### config.mk
export PLATFORM = sky130hd
export DESIGN_NAME = smrac_top
export DESIGN_NICKNAME = d
export VERILOG_FILES = /design/src/rtl/smrac_top.v
export VERILOG_INCLUDE_DIRS = /design/src /design/src/rtl
export SDC_FILE = /design/constraint.sdc
export NUM_CORES = 1
export LEC_CHECK = 0
export BUFFER_PORTS_ARGS = -buffer_cell sky130_fd_sc_hd__buf_2
export CORE_MARGIN = 1
export CORE_UTILIZATION = 39
export CTS_CLUSTER_DIAMETER = 40
export DETAILED_ROUTE_END_ITERATION = 6
export GPL_TIMING_DRIVEN = 0
export PLACE_DENSITY = 0.83
export SLEW_MARGIN = 10
export SYNTH_ARGS = -nofsm -noshare
export SYNTH_HDL_FRONTEND = slang
export SYNTH_SLANG_ARGS = --single-unit
### constraint.sdc
create_clock -name i_clk -period 4.2 [get_ports i_clk]
set_clock_uncertainty 0.15 [all_clocks]
set_input_delay 0.84 -clock i_clk [delete_from_list [all_inputs] [get_ports i_clk]]
set_output_delay 0.84 -clock i_clk [all_outputs]
set_load 0.05 [all_outputs]
### src/rtl/smrac_defines.vh
/*
 * Constants for the SMM RAM window access control block: register offset,
 * field positions, reset value and the compatible window bounds.
 * Assumes inclusion by bare name from the design files.
 */
`ifndef SMRAC_DEFINES_VH
`define SMRAC_DEFINES_VH

// =====================================================================
// Register map
// =====================================================================
`define SMRAC_CTRL_OFFSET 8'h9D
`define SMRAC_CTRL_RESET 8'h02
`define SMRAC_EXT_RESET 4'h0

// Field positions of the control register
`define SMRAC_BIT_OPEN 6
`define SMRAC_BIT_CLOSED 5
`define SMRAC_BIT_LOCK 4
`define SMRAC_BIT_GEN 3
`define SMRAC_BASE_SEG 3'h2

// =====================================================================
// Compatible SMM window, 128 KB from A0000h to BFFFFh
// =====================================================================
`define SMRAC_WIN_LO 32'h000A0000
`define SMRAC_WIN_HI 32'h000BFFFF

`endif

### src/rtl/smrac_top.v
/*
 * SMM RAM window access control: the 8-bit control register at config
 * offset 9Dh and the route decision for host accesses into A0000h-BFFFFh.
 *
 * Control register fields:
 *   bit 7    reserved, reads zero
 *   bit 6    open: window visible outside SMM until locked
 *   bit 5    closed: data references kept off SMM DRAM unless open is set
 *   bit 4    locked: sticky until reset, freezes open and global enable, not closed
 *   bit 3    global enable: gates every other control
 *   bits 2:0 base segment, fixed at 010
 *
 * Each host strobe inside the window gets one route pulse a clock later,
 * to DRAM or to the hub, never both. Strobes outside the window give none.
 * The extended settings arrive as levels from the neighbouring register;
 * this block freezes them on lock and gates the two enables with global enable.
 *
 * Assumes config reads and writes and host cycles come from logic on
 * i_clk; one config access and one host cycle per clock at most.
 * Assumes i_rst is a full reset, the only way to drop the lock.
 */
`timescale 1ns/1ps
`include "smrac_defines.vh"

module smrac_top
(
    input wire i_clk,
    input wire i_rst,
    // Configuration access port
    input wire i_cfg_wr,
    input wire i_cfg_rd,
    input wire [7:0] i_cfg_addr,
    input wire [7:0] i_cfg_wdata,
    output reg [7:0] o_cfg_rdata,
    output reg o_cfg_rvalid,
    // Extended SYSTEM_MANAGEMENT_RAM_CONTROL settings from the neighbouring register
    input wire i_high_system_management_ram_control_enable,
    input wire [1:0] i_top_segment_size,
    input wire i_top_segment_enable,
    // Host cycle request
    input wire i_host_address_strobe,
    input wire [31:0] i_host_addr,
    input wire i_host_smm,
    input wire i_host_code,
    // Route decision
    output reg o_route_valid,
    output reg o_route_dram,
    output reg o_route_hub,
    // Lock state and qualified extended settings
    output reg o_smm_space_locked,
    output reg o_high_system_management_ram_control_active,
    output reg o_top_segment_active,
    output reg [1:0] o_top_segment_size
);

    // =================================================================
    // Control register state
    // =================================================================
    reg open_reg;
    reg closed_reg;
    reg lock_reg;
    reg gen_reg;
    reg open_next;
    reg closed_next;
    reg lock_next;
    reg gen_next;
    reg [3:0] ext_reg;

    wire cfg_hit;
    wire ctrl_wr;
    wire lock_take;
    wire [7:0] ctrl_value;

    // =================================================================
    // Decode helpers
    // =================================================================

    // Read image of the control register from its stored fields
    function [7:0] smrac_ctrl_image;
        input open;
        input closed;
        input lock;
        input gen;
        begin
            smrac_ctrl_image = {1'b0, open, closed, lock, gen,
                                `SMRAC_BASE_SEG};
        end
    endfunction

    // Lock is taken only from an unlocked state with global enable on
    function smrac_lock_take;
        input wr;
        input [7:0] wdata;
        input gen;
        input lock;
        begin
            smrac_lock_take = wr && !lock && gen &&
                              wdata[`SMRAC_BIT_LOCK];
        end
    endfunction

    // Read data: the image on a hit, zero for any other offset
    function [7:0] smrac_read_mux;
        input rd;
        input hit;
        input [7:0] image;
        begin
            smrac_read_mux = (rd && hit) ? image : 8'h00;
        end
    endfunction

    // Extended enables only count while global enable is on
    function smrac_qualify;
        input gen;
        input en;
        begin
            smrac_qualify = gen & en;
        end
    endfunction

    // True when a host address falls inside the compatible window
    function smrac_in_window;
        input [31:0] addr;
        begin
            smrac_in_window = (addr >= `SMRAC_WIN_LO) &&
                              (addr <= `SMRAC_WIN_HI);
        end
    endfunction

    // DRAM visibility for one host cycle inside the compatible window
    function smrac_dram_ok;
        input gen;
        input open;
        input closed;
        input lock;
        input smm;
        input code;
        begin
            smrac_dram_ok = 1'b0;
            // Every control is inert while global enable is off
            if (gen)
            begin
                if (open && !lock)
                begin
                    // Set-up path for loading the SMM handler
                    smrac_dram_ok = 1'b1;
                end
                else if (smm)
                begin
                    // Data references stop here once closed
                    smrac_dram_ok = code || !closed;
                end
            end
        end
    endfunction

    // =================================================================
    // Control register write path
    // =================================================================
    assign cfg_hit = (i_cfg_addr == `SMRAC_CTRL_OFFSET);
    assign ctrl_wr = i_cfg_wr && cfg_hit;
    assign lock_take = smrac_lock_take(ctrl_wr, i_cfg_wdata, gen_reg,
                                       lock_reg);

    // Register image; bit 7 reads zero, base segment is fixed
    assign ctrl_value = smrac_ctrl_image(open_reg, closed_reg, lock_reg,
                                         gen_reg);

    // Write handling with lock protection
    always @*
    begin
        open_next = open_reg;
        closed_next = closed_reg;
        lock_next = lock_reg;
        gen_next = gen_reg;
        if (ctrl_wr)
        begin
            // Closed stays writable after lock
            closed_next = i_cfg_wdata[`SMRAC_BIT_CLOSED];
            if (!lock_reg)
            begin
                gen_next = i_cfg_wdata[`SMRAC_BIT_GEN];
                open_next = i_cfg_wdata[`SMRAC_BIT_OPEN];
            end
            // Taking lock always drops open in the same write
            if (lock_take)
            begin
                lock_next = 1'b1;
                open_next = 1'b0;
            end
        end
    end

    // Register update; only reset clears lock
    always @(posedge i_clk or posedge i_rst)
    begin
        if (i_rst)
        begin
            open_reg <= 1'b0;
            closed_reg <= 1'b0;
            lock_reg <= 1'b0;
            gen_reg <= 1'b0;
        end
        else
        begin
            open_reg <= open_next;
            closed_reg <= closed_next;
            lock_reg <= lock_next;
            gen_reg <= gen_next;
        end
    end

    // =================================================================
    // Config read port
    // =================================================================
    always @(posedge i_clk or posedge i_rst)
    begin
        if (i_rst)
        begin
            o_cfg_rdata <= 8'h00;
            o_cfg_rvalid <= 1'b0;
        end
        else
        begin
            o_cfg_rvalid <= i_cfg_rd;
            o_cfg_rdata <= smrac_read_mux(i_cfg_rd, cfg_hit, ctrl_value);
        end
    end

    // =================================================================
    // Extended settings: frozen on lock, enables qualified by global enable
    // =================================================================
    always @(posedge i_clk or posedge i_rst)
    begin
        if (i_rst)
        begin
            ext_reg <= `SMRAC_EXT_RESET;
        end
        else if (!lock_reg)
        begin
            ext_reg <= {i_high_system_management_ram_control_enable, i_top_segment_size,
                        i_top_segment_enable};
        end
    end

    always @(posedge i_clk or posedge i_rst)
    begin
        if (i_rst)
        begin
            o_high_system_management_ram_control_active <= 1'b0;
            o_top_segment_active <= 1'b0;
            o_top_segment_size <= 2'h0;
            o_smm_space_locked <= 1'b0;
        end
        else
        begin
            o_high_system_management_ram_control_active <= smrac_qualify(gen_reg, ext_reg[3]);
            o_top_segment_active <= smrac_qualify(gen_reg, ext_reg[0]);
            o_top_segment_size <= ext_reg[2:1];
            o_smm_space_locked <= lock_reg;
        end
    end

    // =================================================================
    // Host routing for the compatible window
    // =================================================================
    wire in_window;
    reg dram_ok;

    assign in_window = smrac_in_window(i_host_addr);

    // Access check; closed only covers this compatible window
    always @*
    begin
        dram_ok = smrac_dram_ok(gen_reg, open_reg, closed_reg, lock_reg,
                                i_host_smm, i_host_code);
    end

    // One route result per in-window strobe, one cycle later
    always @(posedge i_clk or posedge i_rst)
    begin
        if (i_rst)
        begin
            o_route_valid <= 1'b0;
            o_route_dram <= 1'b0;
            o_route_hub <= 1'b0;
        end
        else
        begin
            o_route_valid <= i_host_address_strobe & in_window;
            o_route_dram <= i_host_address_strobe & in_window & dram_ok;
            o_route_hub <= i_host_address_strobe & in_window
                           & !dram_ok;
        end
    end

endmodule // smrac_top

==> results_dict.tcl, run 1 <==
set metrics [dict create \
    i_o_pins 76 \
    post_synth_instance_area_um2 861 \
    max-vdd-ir-drop_v 0.000144 \
    clock_tree.buffer_depth 2 \
    yosys_most_used_dff "dfrtp_1" \
    port_buffers 51 \
    areaGrowthSynthToFinish_pct 38.7 \
    clock.fmax_mhz 532 \
    period_share_pct 44.8 \
    muxShareOfSynthArea_pct 9.45 \
    path_buf_inv 1 \
    p_comb_share_pct 12.4 \
    worst_setup_hold_path_clk_slew_ns 0.11 \
    fp.dieH_um 49.0 \
    root_buffer "clkbuf_4" \
    timing.critical_path.arrival_ns 0.89 \
    power_density_nw_per_um2 313 \
    drt_iter0_drc 2 \
    global_route.overflow_total 0 \
    synth-edff-count 0 \
    tritoncts "built" \
    report.final.slew_viol_count 0 \
    crit_chain "buf_2" \
    insertedDiodeCount 0 \
    power_report.internal_total_mw 0.290 \
    cp_data_required_time_ns 3.21 \
    layout-drive-gt1-share_pct 58.5 \
    dr_total_vias 640 \
    critical_path.max_fanout 1 \
    route.antenna.remaining_nets 0 \
    drt_first_pass_iters 3 \
    floorplan.die.width_um 49.0 \
    floorplan.rows 16 \
    switching_power_mw 0.0838 \
    synth-simple-area-share_pct 18.3 \
    antenna_found_initial 0 \
    report.final.setup_viol 0 \
    synth-warning-count 0 \
    largest_register_ffs 5 \
    hold_violations 0 \
    cp-startpoint "o_cfg_rdata[4]" \
    cp-start-kind "flip-flop" \
    cts-buffers-inserted 3 \
    worst-slew-pin-transition_ns 0.758 \
    cts-hold-fix-buffers 0 \
    hpwl_um 1290 \
    core_um2 2020 \
    worst_hold_path_type "reg2reg" \
    power_switching_share_pct 22.4 \
    synth-seq-area-share_pct 64.0 \
    slowest_delay_ns 0.34 \
    synth_compound_gate_area_share_pct 3.05 \
    relSlewSlack_pct 49.4 \
    post_synth_fa_ha_maj_area_fraction_pct 0 \
    cts.repair.resized 0 \
    clock_insertion_delay_worst_skew_ns 0.29 \
    finalCriticalPeriod_ns 1.88 \
    syn_inst 61 \
    number_of_global_route_vias_before_repair 659 \
    crit_path_max_delay_family "flip-flops" \
    slowest_stage "dfrtp_1" \
    cts-htree-levels 1 \
    overall_routed_net_length_um 1520 \
    unrepaired_setup_endpoints_after_global_routing "false" \
    syn_area_cell_um2 14.1 \
    total_power_mw 0.374 \
    grt_pass1_wl_um 2620 \
    route.detailed.wl_per_inst_um 10.4 \
    worstReg2RegStart "lock_reg" \
    nets 178 \
    pwr-share-seq_pct 58.7 \
    route.detailed.vias_per_inst 4.41 \
    synth_xor_area_share_pct 0 \
    distinct_cell_type_count_of_the_synthesized_netlist 24 \
    route.detailed.drc 0 \
    die-area_um2 2400 \
    grt.total_usage_pct 14.9 \
    count_of_buffers_added_by_post_cts_timing_repair_for_setup 0 \
    gp_congestion 0.727 \
    cts_num_sinks 22 \
    setup-tns-final_ns 0 \
    synth_seq_cells 22 \
    status "finished, final reports clean" \
    asyncSetResetFlopFracSynth_pct 100 \
    floorplan.initialDensity_pct 42.6 \
    worst_setup_path_end_kind "primary output" \
    path_class "reg2out" \
    hp-start "ext_reg[2]" \
    power.static_leakage_nw 0.714 \
    grt_start_max_net_pins 23 \
    max_cap_violations 0 \
    clockPowerShare_pct 28.9 \
    synth_top_family_by_area "simple AND/OR/NAND/NOR gates" \
]
cell type report:
cell class | count | area [um^2]
Inverter | 4 | 15.0
Timing Repair Buffer | 51 | 255
Fill cell | 170 | 828
Buffer | 4 | 26.3
Sequential cell | 22 | 551
Tap cell | 27 | 33.8
Clock buffer | 4 | 36.3
Multi-Input combinational cell | 33 | 277
synthesized netlist by cell type, types with 2 or more instances:
cell | instances | share of area [%]
buf_4 | 3 | 2.6
nor4_1 | 2 | 1.5
mux2_2 | 5 | 6.5
nand2_1 | 2 | 0.87
dfrtp_1 | 22 | 64
and2_1 | 6 | 4.4
inv_1 | 4 | 1.7
routing by layer:
metal / track usage (%) / share of wire [%] / vias to the layer above
met5: 0 / 0 / -
met4: 12.7 / 4.9 / 0
met3: 1.87 / 5.4 / 6
met2: 26.6 / 54 / 37
met1: 15.3 / 36 / 280
li1: - / - / 317
cell usage in the layout (no fill, tap or decap):
master | Yosys | layout
nor4b_1 | 1 | 1
o21bai_1 | 1 | 1
mux2_4 | 1 | 1
buf_2 | 0 | 51
nor4_1 | 2 | 2
clkbuf_1 | 1 | 1
and4bb_2 | 1 | 1
dfrtp_1 | 22 | 22
o21ba_2 | 1 | 1
nand4_1 | 1 | 1
nand4b_4 | 1 | 1
mux2i_1 | 1 | 1
inv_1 | 4 | 4
nand2_1 | 2 | 2
nand3_2 | 1 | 1
nand2b_1 | 1 | 1
conb_1 | 1 | 3
nor4bb_1 | 1 | 1
nor3_1 | 1 | 1
and3_2 | 1 | 1
a2bb2oi_1 | 1 | 1
buf_4 | 3 | 3
and4b_1 | 1 | 1
clkbuf_8 | 0 | 1
mux2_2 | 5 | 5
and2_1 | 6 | 6
clkbuf_4 | 0 | 3
cell families after synthesis:
kind of cell    Yosys count
buf+inv                   8
mux                       7
simple gates             20
other cells               1
flops                    22
compound gates            3
metrics by stage:
step	cell area, um^2	std cells	util (%)	hold slack, ns	setup WS (ns)
floorplan	868	63	-	0.199	2.33
global placement	1160	141	57.2	0.203	2.22
detailed placement	1160	141	57.2	0.209	2.20
CTS	1190	145	59.0	0.234	2.30
global route	1190	145	59.0	0.251	2.27
finish	1190	145	59.0	0.232	2.32
power groups by stage:
| stage | Clock [mW] | Combinational [mW] | Sequential (mW) |
|---|---|---|---|
| floorplan | 0 | 0.0187 | 0.230 |
| global placement | 0 | 0.0458 | 0.223 |
| detailed placement | 0 | 0.0470 | 0.224 |
| CTS | 0.112 | 0.0471 | 0.220 |
| global route | 0.122 | 0.0509 | 0.220 |
| finish | 0.108 | 0.0465 | 0.219 |
final timing paths:
kind	endpoint	slack, ns	cells after the start
setup reg to reg	gen_reg	2.75	3
min in group asynchronous	o_top_segment_active	0.51	2
hold reg to reg	o_top_segment_size[1]	0.23	0
hold / removal	o_top_segment_size[1]	0.23	0
max in group asynchronous	ext_reg[2]	2.92	2
setup / recovery	o_cfg_rdata[4]	2.32	1
No activity file was read; power rests on OpenSTA's default activity.
==> run 2, diff against run 1 <==
--- a/config.mk
+++ b/config.mk
@@ -8,11 +8,11 @@
 export LEC_CHECK = 0
 export BUFFER_PORTS_ARGS = -buffer_cell sky130_fd_sc_hd__buf_2
 export CORE_MARGIN = 1
-export CORE_UTILIZATION = 39
+export CORE_UTILIZATION = 33
 export CTS_CLUSTER_DIAMETER = 40
 export DETAILED_ROUTE_END_ITERATION = 6
 export GPL_TIMING_DRIVEN = 0
-export PLACE_DENSITY = 0.83
+export PLACE_DENSITY = 0.75
 export SLEW_MARGIN = 10
 export SYNTH_ARGS = -nofsm -noshare
 export SYNTH_HDL_FRONTEND = slang
==> constraint.sdc (replaced) <==
create_clock -name i_clk -period 1.6 [get_ports i_clk]
set_clock_uncertainty 0.15 [all_clocks]
set_input_delay 0.32 -clock i_clk [delete_from_list [all_inputs] [get_ports i_clk]]
set_output_delay 0.32 -clock i_clk [all_outputs]
set_load 0.05 [all_outputs]
==> results_dict.tcl, run 2 (same netlist as run 1, synthesis figures left out) <==
set metrics [dict create \
    layout-drive-gt1-share_pct 58.0 \
    floorplan.initialDensity_pct 34.7 \
    reg2reg_depth 3 \
    overall_routed_net_length_um 1650 \
    worst-path-stages 3 \
    crit_chain "clkbuf_1 > nand4b_4 > mux2_4" \
    route.antenna.remaining_nets 0 \
    power_density_nw_per_um2 914 \
    max_cap_violations 0 \
    post-place-cells 144 \
    max-vdd-ir-drop_v 0.000709 \
    areaGrowthSynthToFinish_pct 42.2 \
    timing.critical_path.arrival_ns 1.53 \
    die-area_um2 2820 \
    report.final.slew_viol_count 0 \
    grt_start_max_net_pins 23 \
    worst_hold_path_type "in2async" \
    worst-slew-pin-transition_ns 0.790 \
    grt_pass1_wl_um 2660 \
    power.static_leakage_nw 0.725 \
    largest_register_ffs 5 \
    clock_insertion_delay_worst_skew_ns 0.30 \
    grt.total_usage_pct 13.6 \
    floorplan.die.width_um 53.1 \
    relSlewSlack_pct 47.3 \
    dr_total_vias 640 \
    hpwl_um 1370 \
    count_of_buffers_added_by_post_cts_timing_repair_for_setup 0 \
    route.detailed.wl_per_inst_um 11.1 \
    cp-start-kind "flip-flop" \
    violations "negative hold slack" \
    finalNonFillerCells 149 \
    drt_first_pass_iters 1 \
    drt_iter0_drc 0 \
    cp_data_required_time_ns 1.66 \
    cts-buffers-inserted 3 \
    path_class "reg2reg" \
    antenna_found_initial 0 \
    clock.fmax_mhz 679 \
    worst_setup_path_end_kind "flip-flop" \
    global_route.overflow_total 0 \
    insertedDiodeCount 0 \
    slowest_delay_ns 0.36 \
    critical_path.max_fanout 8 \
    unrepaired_setup_endpoints_after_global_routing "false" \
    root_buffer "clkbuf_4" \
    status "finished, violations left" \
    number_of_global_route_vias_before_repair 657 \
    layout_commonest_cell "buf_2" \
    final_hold_slack_ns -0.00797 \
    fp.dieH_um 53.1 \
    i_o_pins 76 \
    cts-htree-levels 1 \
    floorplan.rows 18 \
    setup-tns-final_ns 0 \
    slowest_stage "dfrtp_1" \
    clock_tree.buffer_depth 2 \
    finalCriticalPeriod_ns 1.47 \
    period_share_pct 92.1 \
    layout_common_cells "buf_2, dfrtp_1, and2_1, mux2_2, inv_1" \
    hold_violations 13 \
    cts_num_sinks 22 \
    cts.repair.resized 0 \
    path_buf_inv 1 \
    gp_congestion 0.738 \
    worst_setup_hold_path_clk_slew_ns 0.13 \
    crit_path_max_delay_family "flip-flops" \
    tritoncts "built" \
    final_util_pct 49.4 \
    port_buffers 51 \
    route.detailed.vias_per_inst 4.30 \
    route.detailed.drc 0 \
    core_um2 2480 \
    nets 179 \
    report.final.setup_viol 0 \
]
## run 2: cell types whose count changed in the layout (fill, tap and decap cells not counted), sizes merged
cell	change
bufinv	+1
clkbuf	-1
dlygate4sd3	+1
## run 2: stage by stage
stage | power [mW] | setup slack (ns) | instance area (um^2)
2_1_floorplan | 0.654 | 0.253 | 868
3_3_place_gp | 0.707 | 0.130 | 1160
3_5_place_dp | 0.711 | 0.103 | 1160
4_1_cts | 1.13 | 0.0949 | 1220
5_1_grt | 1.16 | 0.0295 | 1220
6_report | 1.12 | 0.126 | 1220
## run 2: where the power goes
group	switching, mW	internal (mW)	total, mW
clock network	0.165	0.253	0.418
registers	0.00644	0.570	0.576
logic	0.0687	0.0552	0.124
total	0.240	0.878	1.12
## run 2: final timing paths
check,from,endpoint,slack [ns]
worst max-delay path,lock_reg,gen_reg,0.13
worst min-delay path,i_rst,o_top_segment_size[1],-0.008
worst max register to register,lock_reg,gen_reg,0.13
worst min register to register,lock_reg,o_smm_space_locked,0.24
max in group asynchronous,i_rst,open_reg,0.81
min in group i_clk,i_high_system_management_ram_control_enable,ext_reg[3],0.08
## run 2: final cells by class
| class | instances | area (um^2) |
|---|---|---|
| Fill cell | 252 | 1250 |
| Timing Repair Buffer | 52 | 265 |
| Tap cell | 30 | 37.5 |
| Buffer | 4 | 26.3 |
| Clock inverter | 1 | 30.0 |
| Inverter | 4 | 15.0 |
| Multi-Input combinational cell | 33 | 277 |
| Sequential cell | 22 | 551 |
| Clock buffer | 3 | 22.5 |
## run 2: metal layers
| layer | global-route usage (%) | part of all wire (%) | wire length (um) | vias to the layer above |
|---|---|---|---|---|
| li1 | - | - | - | 319 |
| met1 | 12.4 | 33 | 538 | 288 |
| met2 | 28.3 | 58 | 956 | 33 |
| met3 | 2.59 | 9.3 | 154 | 0 |
| met4 | 5.26 | 0 | 0 | 0 |
| met5 | 0 | 0 | 0 | - |
## run 2: repair_timing
action,in CTS,in global routing
hold buffers,1,0
endpoints found under the hold margin,1,0
endpoints found under the setup margin,0,0
==> run 3, diff against run 2 <==
--- a/config.mk
+++ b/config.mk
@@ -12,6 +12,7 @@
 export CTS_CLUSTER_DIAMETER = 40
 export DETAILED_ROUTE_END_ITERATION = 6
 export GPL_TIMING_DRIVEN = 0
+export HOLD_SLACK_MARGIN = 0.1
 export PLACE_DENSITY = 0.75
 export SLEW_MARGIN = 10
 export SYNTH_ARGS = -nofsm -noshare
==> results_dict.tcl, run 3 (same netlist as run 1, synthesis figures left out) <==
set metrics [dict create \
    worstReg2RegStart "lock_reg" \
    final.fill_count 241 \
    antenna_found_initial 0 \
    hpwl_um 1370 \
    power_density_nw_per_um2 875 \
    relSlewSlack_pct 47.5 \
    largest_register_ffs 5 \
    route.detailed.drc 0 \
    postLayoutCellArea_um2 1290 \
    cts-buffers-inserted 3 \
    gp_congestion 0.738 \
    slowest_stage "dfrtp_1" \
    clock_insertion_delay_worst_skew_ns 0.30 \
    i_o_pins 76 \
    worst_setup_hold_path_clk_slew_ns 0.13 \
    total_area_of_multi_input_combinational_cells_um2 277 \
    timing.critical_path.arrival_ns 1.53 \
    clock_tree.buffer_depth 2 \
    cts.repair.resized 0 \
    global_route.overflow_total 0 \
    route.detailed.wl_per_inst_um 11.1 \
    tritoncts "built" \
    core_um2 2480 \
    number_of_global_route_vias_before_repair 682 \
    route.detailed.vias_per_inst 4.31 \
    layout_commonest_cell "buf_2" \
    max-vdd-ir-drop_v 0.000692 \
    crit_path_max_delay_family "flip-flops" \
    floorplan.rows 18 \
    route.antenna.remaining_nets 0 \
    cts-hold-fix-buffers 8 \
    reg2reg_to "gen_reg" \
    reg2reg_depth 3 \
    dpl_cell_area_um2 1160 \
    hold_path_end "gen_reg" \
    worst_hold_path_type "in2reg" \
    slowest_delay_ns 0.36 \
    overall_routed_net_length_um 1730 \
    power.static_leakage_nw 0.754 \
    areaGrowthSynthToFinish_pct 50.3 \
    layout_common_cells "buf_2, dfrtp_1, dlygate4sd3_1, and2_1, mux2_2" \
    drt_iter0_drc 0 \
    crit_chain "clkbuf_1 > nand4b_4 > mux2_4" \
    path_buf_inv 1 \
    finalCriticalPeriod_ns 1.48 \
    insertedDiodeCount 0 \
    floorplan.initialDensity_pct 34.7 \
    fp.dieH_um 53.1 \
    die-area_um2 2820 \
    hold_violations 0 \
    holdPathStages 2 \
    reg2reg_setup_slack_ns 0.12 \
    critical_path.max_fanout 8 \
    root_buffer "clkbuf_4" \
    nets 186 \
    path_class "reg2reg" \
    period_share_pct 92.2 \
    max_cap_violations 0 \
    storage_element_area_um2 551 \
    cp_data_required_time_ns 1.66 \
    drt_first_pass_iters 1 \
    dr_total_vias 672 \
    cts_num_sinks 22 \
    cp-start-kind "flip-flop" \
    hp-start "i_cfg_wdata[3]" \
    cts-htree-levels 1 \
    grt.total_usage_pct 13.9 \
    clock.fmax_mhz 678 \
    grt_pass1_wl_um 2720 \
    grt_start_max_net_pins 23 \
    port_buffers 51 \
    report.final.setup_viol 0 \
    report.final.slew_viol_count 0 \
    setup-tns-final_ns 0 \
    worst-slew-pin-transition_ns 0.787 \
    status "finished, final reports clean" \
    final_hold_slack_ns 0.109 \
    floorplan.die.width_um 53.1 \
    worst_setup_path_end_kind "flip-flop" \
    layout-drive-gt1-share_pct 54.8 \
    unrepaired_setup_endpoints_after_global_routing "false" \
    count_of_buffers_added_by_post_cts_timing_repair_for_setup 0 \
]
-- run 3: cell types whose count changed in the layout (fill, tap and decap cells not counted) --
cell           before  now
dlygate4sd3_1       1    8
-- run 3: worst max-delay path by stage --
stage,startpoint,end,slack (ns),cells past startpoint
final,lock_reg,gen_reg,0.12,3
after global routing,lock_reg,gen_reg,0.03,3
after CTS,lock_reg,gen_reg,0.09,3
after detailed placement,lock_reg,gen_reg,0.10,3
after global placement,lock_reg,gen_reg,0.13,3
after floorplan,i_cfg_addr[1],gen_reg,0.25,3
-- run 3: area by class of cell --
cell class              instances  share of cell area [%]
plain buffers                   4                    2.03
clock inverters                 1                    2.32
well taps                      30                    2.90
flip-flops and latches         22                    42.6
inverters                       4                    1.16
clock buffers                   3                    1.74
multi-input cells              33                    21.4
repair buffers                 59                    25.9
-- run 3: worst register-to-register path: stages (launching register included) --
cell and delay [ns]:
dfrtp_1 0.36, clkbuf_1 0.34, nand4b_4 0.24, mux2_4 0.30
-- run 3: layer usage --
layer	track usage, %	share of wire [%]	vias up	routed length (um)
li1	-	-	334	-
met1	12.6	33	305	572
met2	29.1	58	33	998
met3	2.59	8.9	0	154
met4	5.26	0	0	0
met5	0	0	-	0
-- run 3: through the flow --
stage | utilization, % | worst slack [ns] | std cells | power [mW]
final | 52.2 | 0.124 | 156 | 1.13
after global placement | 46.9 | 0.130 | 144 | 0.707
after floorplan | - | 0.253 | 63 | 0.654
after global routing | 52.2 | 0.0295 | 156 | 1.17
after CTS | 52.2 | 0.0949 | 156 | 1.14
after detailed placement | 46.9 | 0.103 | 144 | 0.711
-- run 3: where the power goes --
part	total [mW]	leakage [nW]	switching, mW	internal [mW]
logic	0.138	0.441	0.0712	0.0663
clock network	0.418	0.0279	0.165	0.253
registers	0.576	0.286	0.00649	0.570
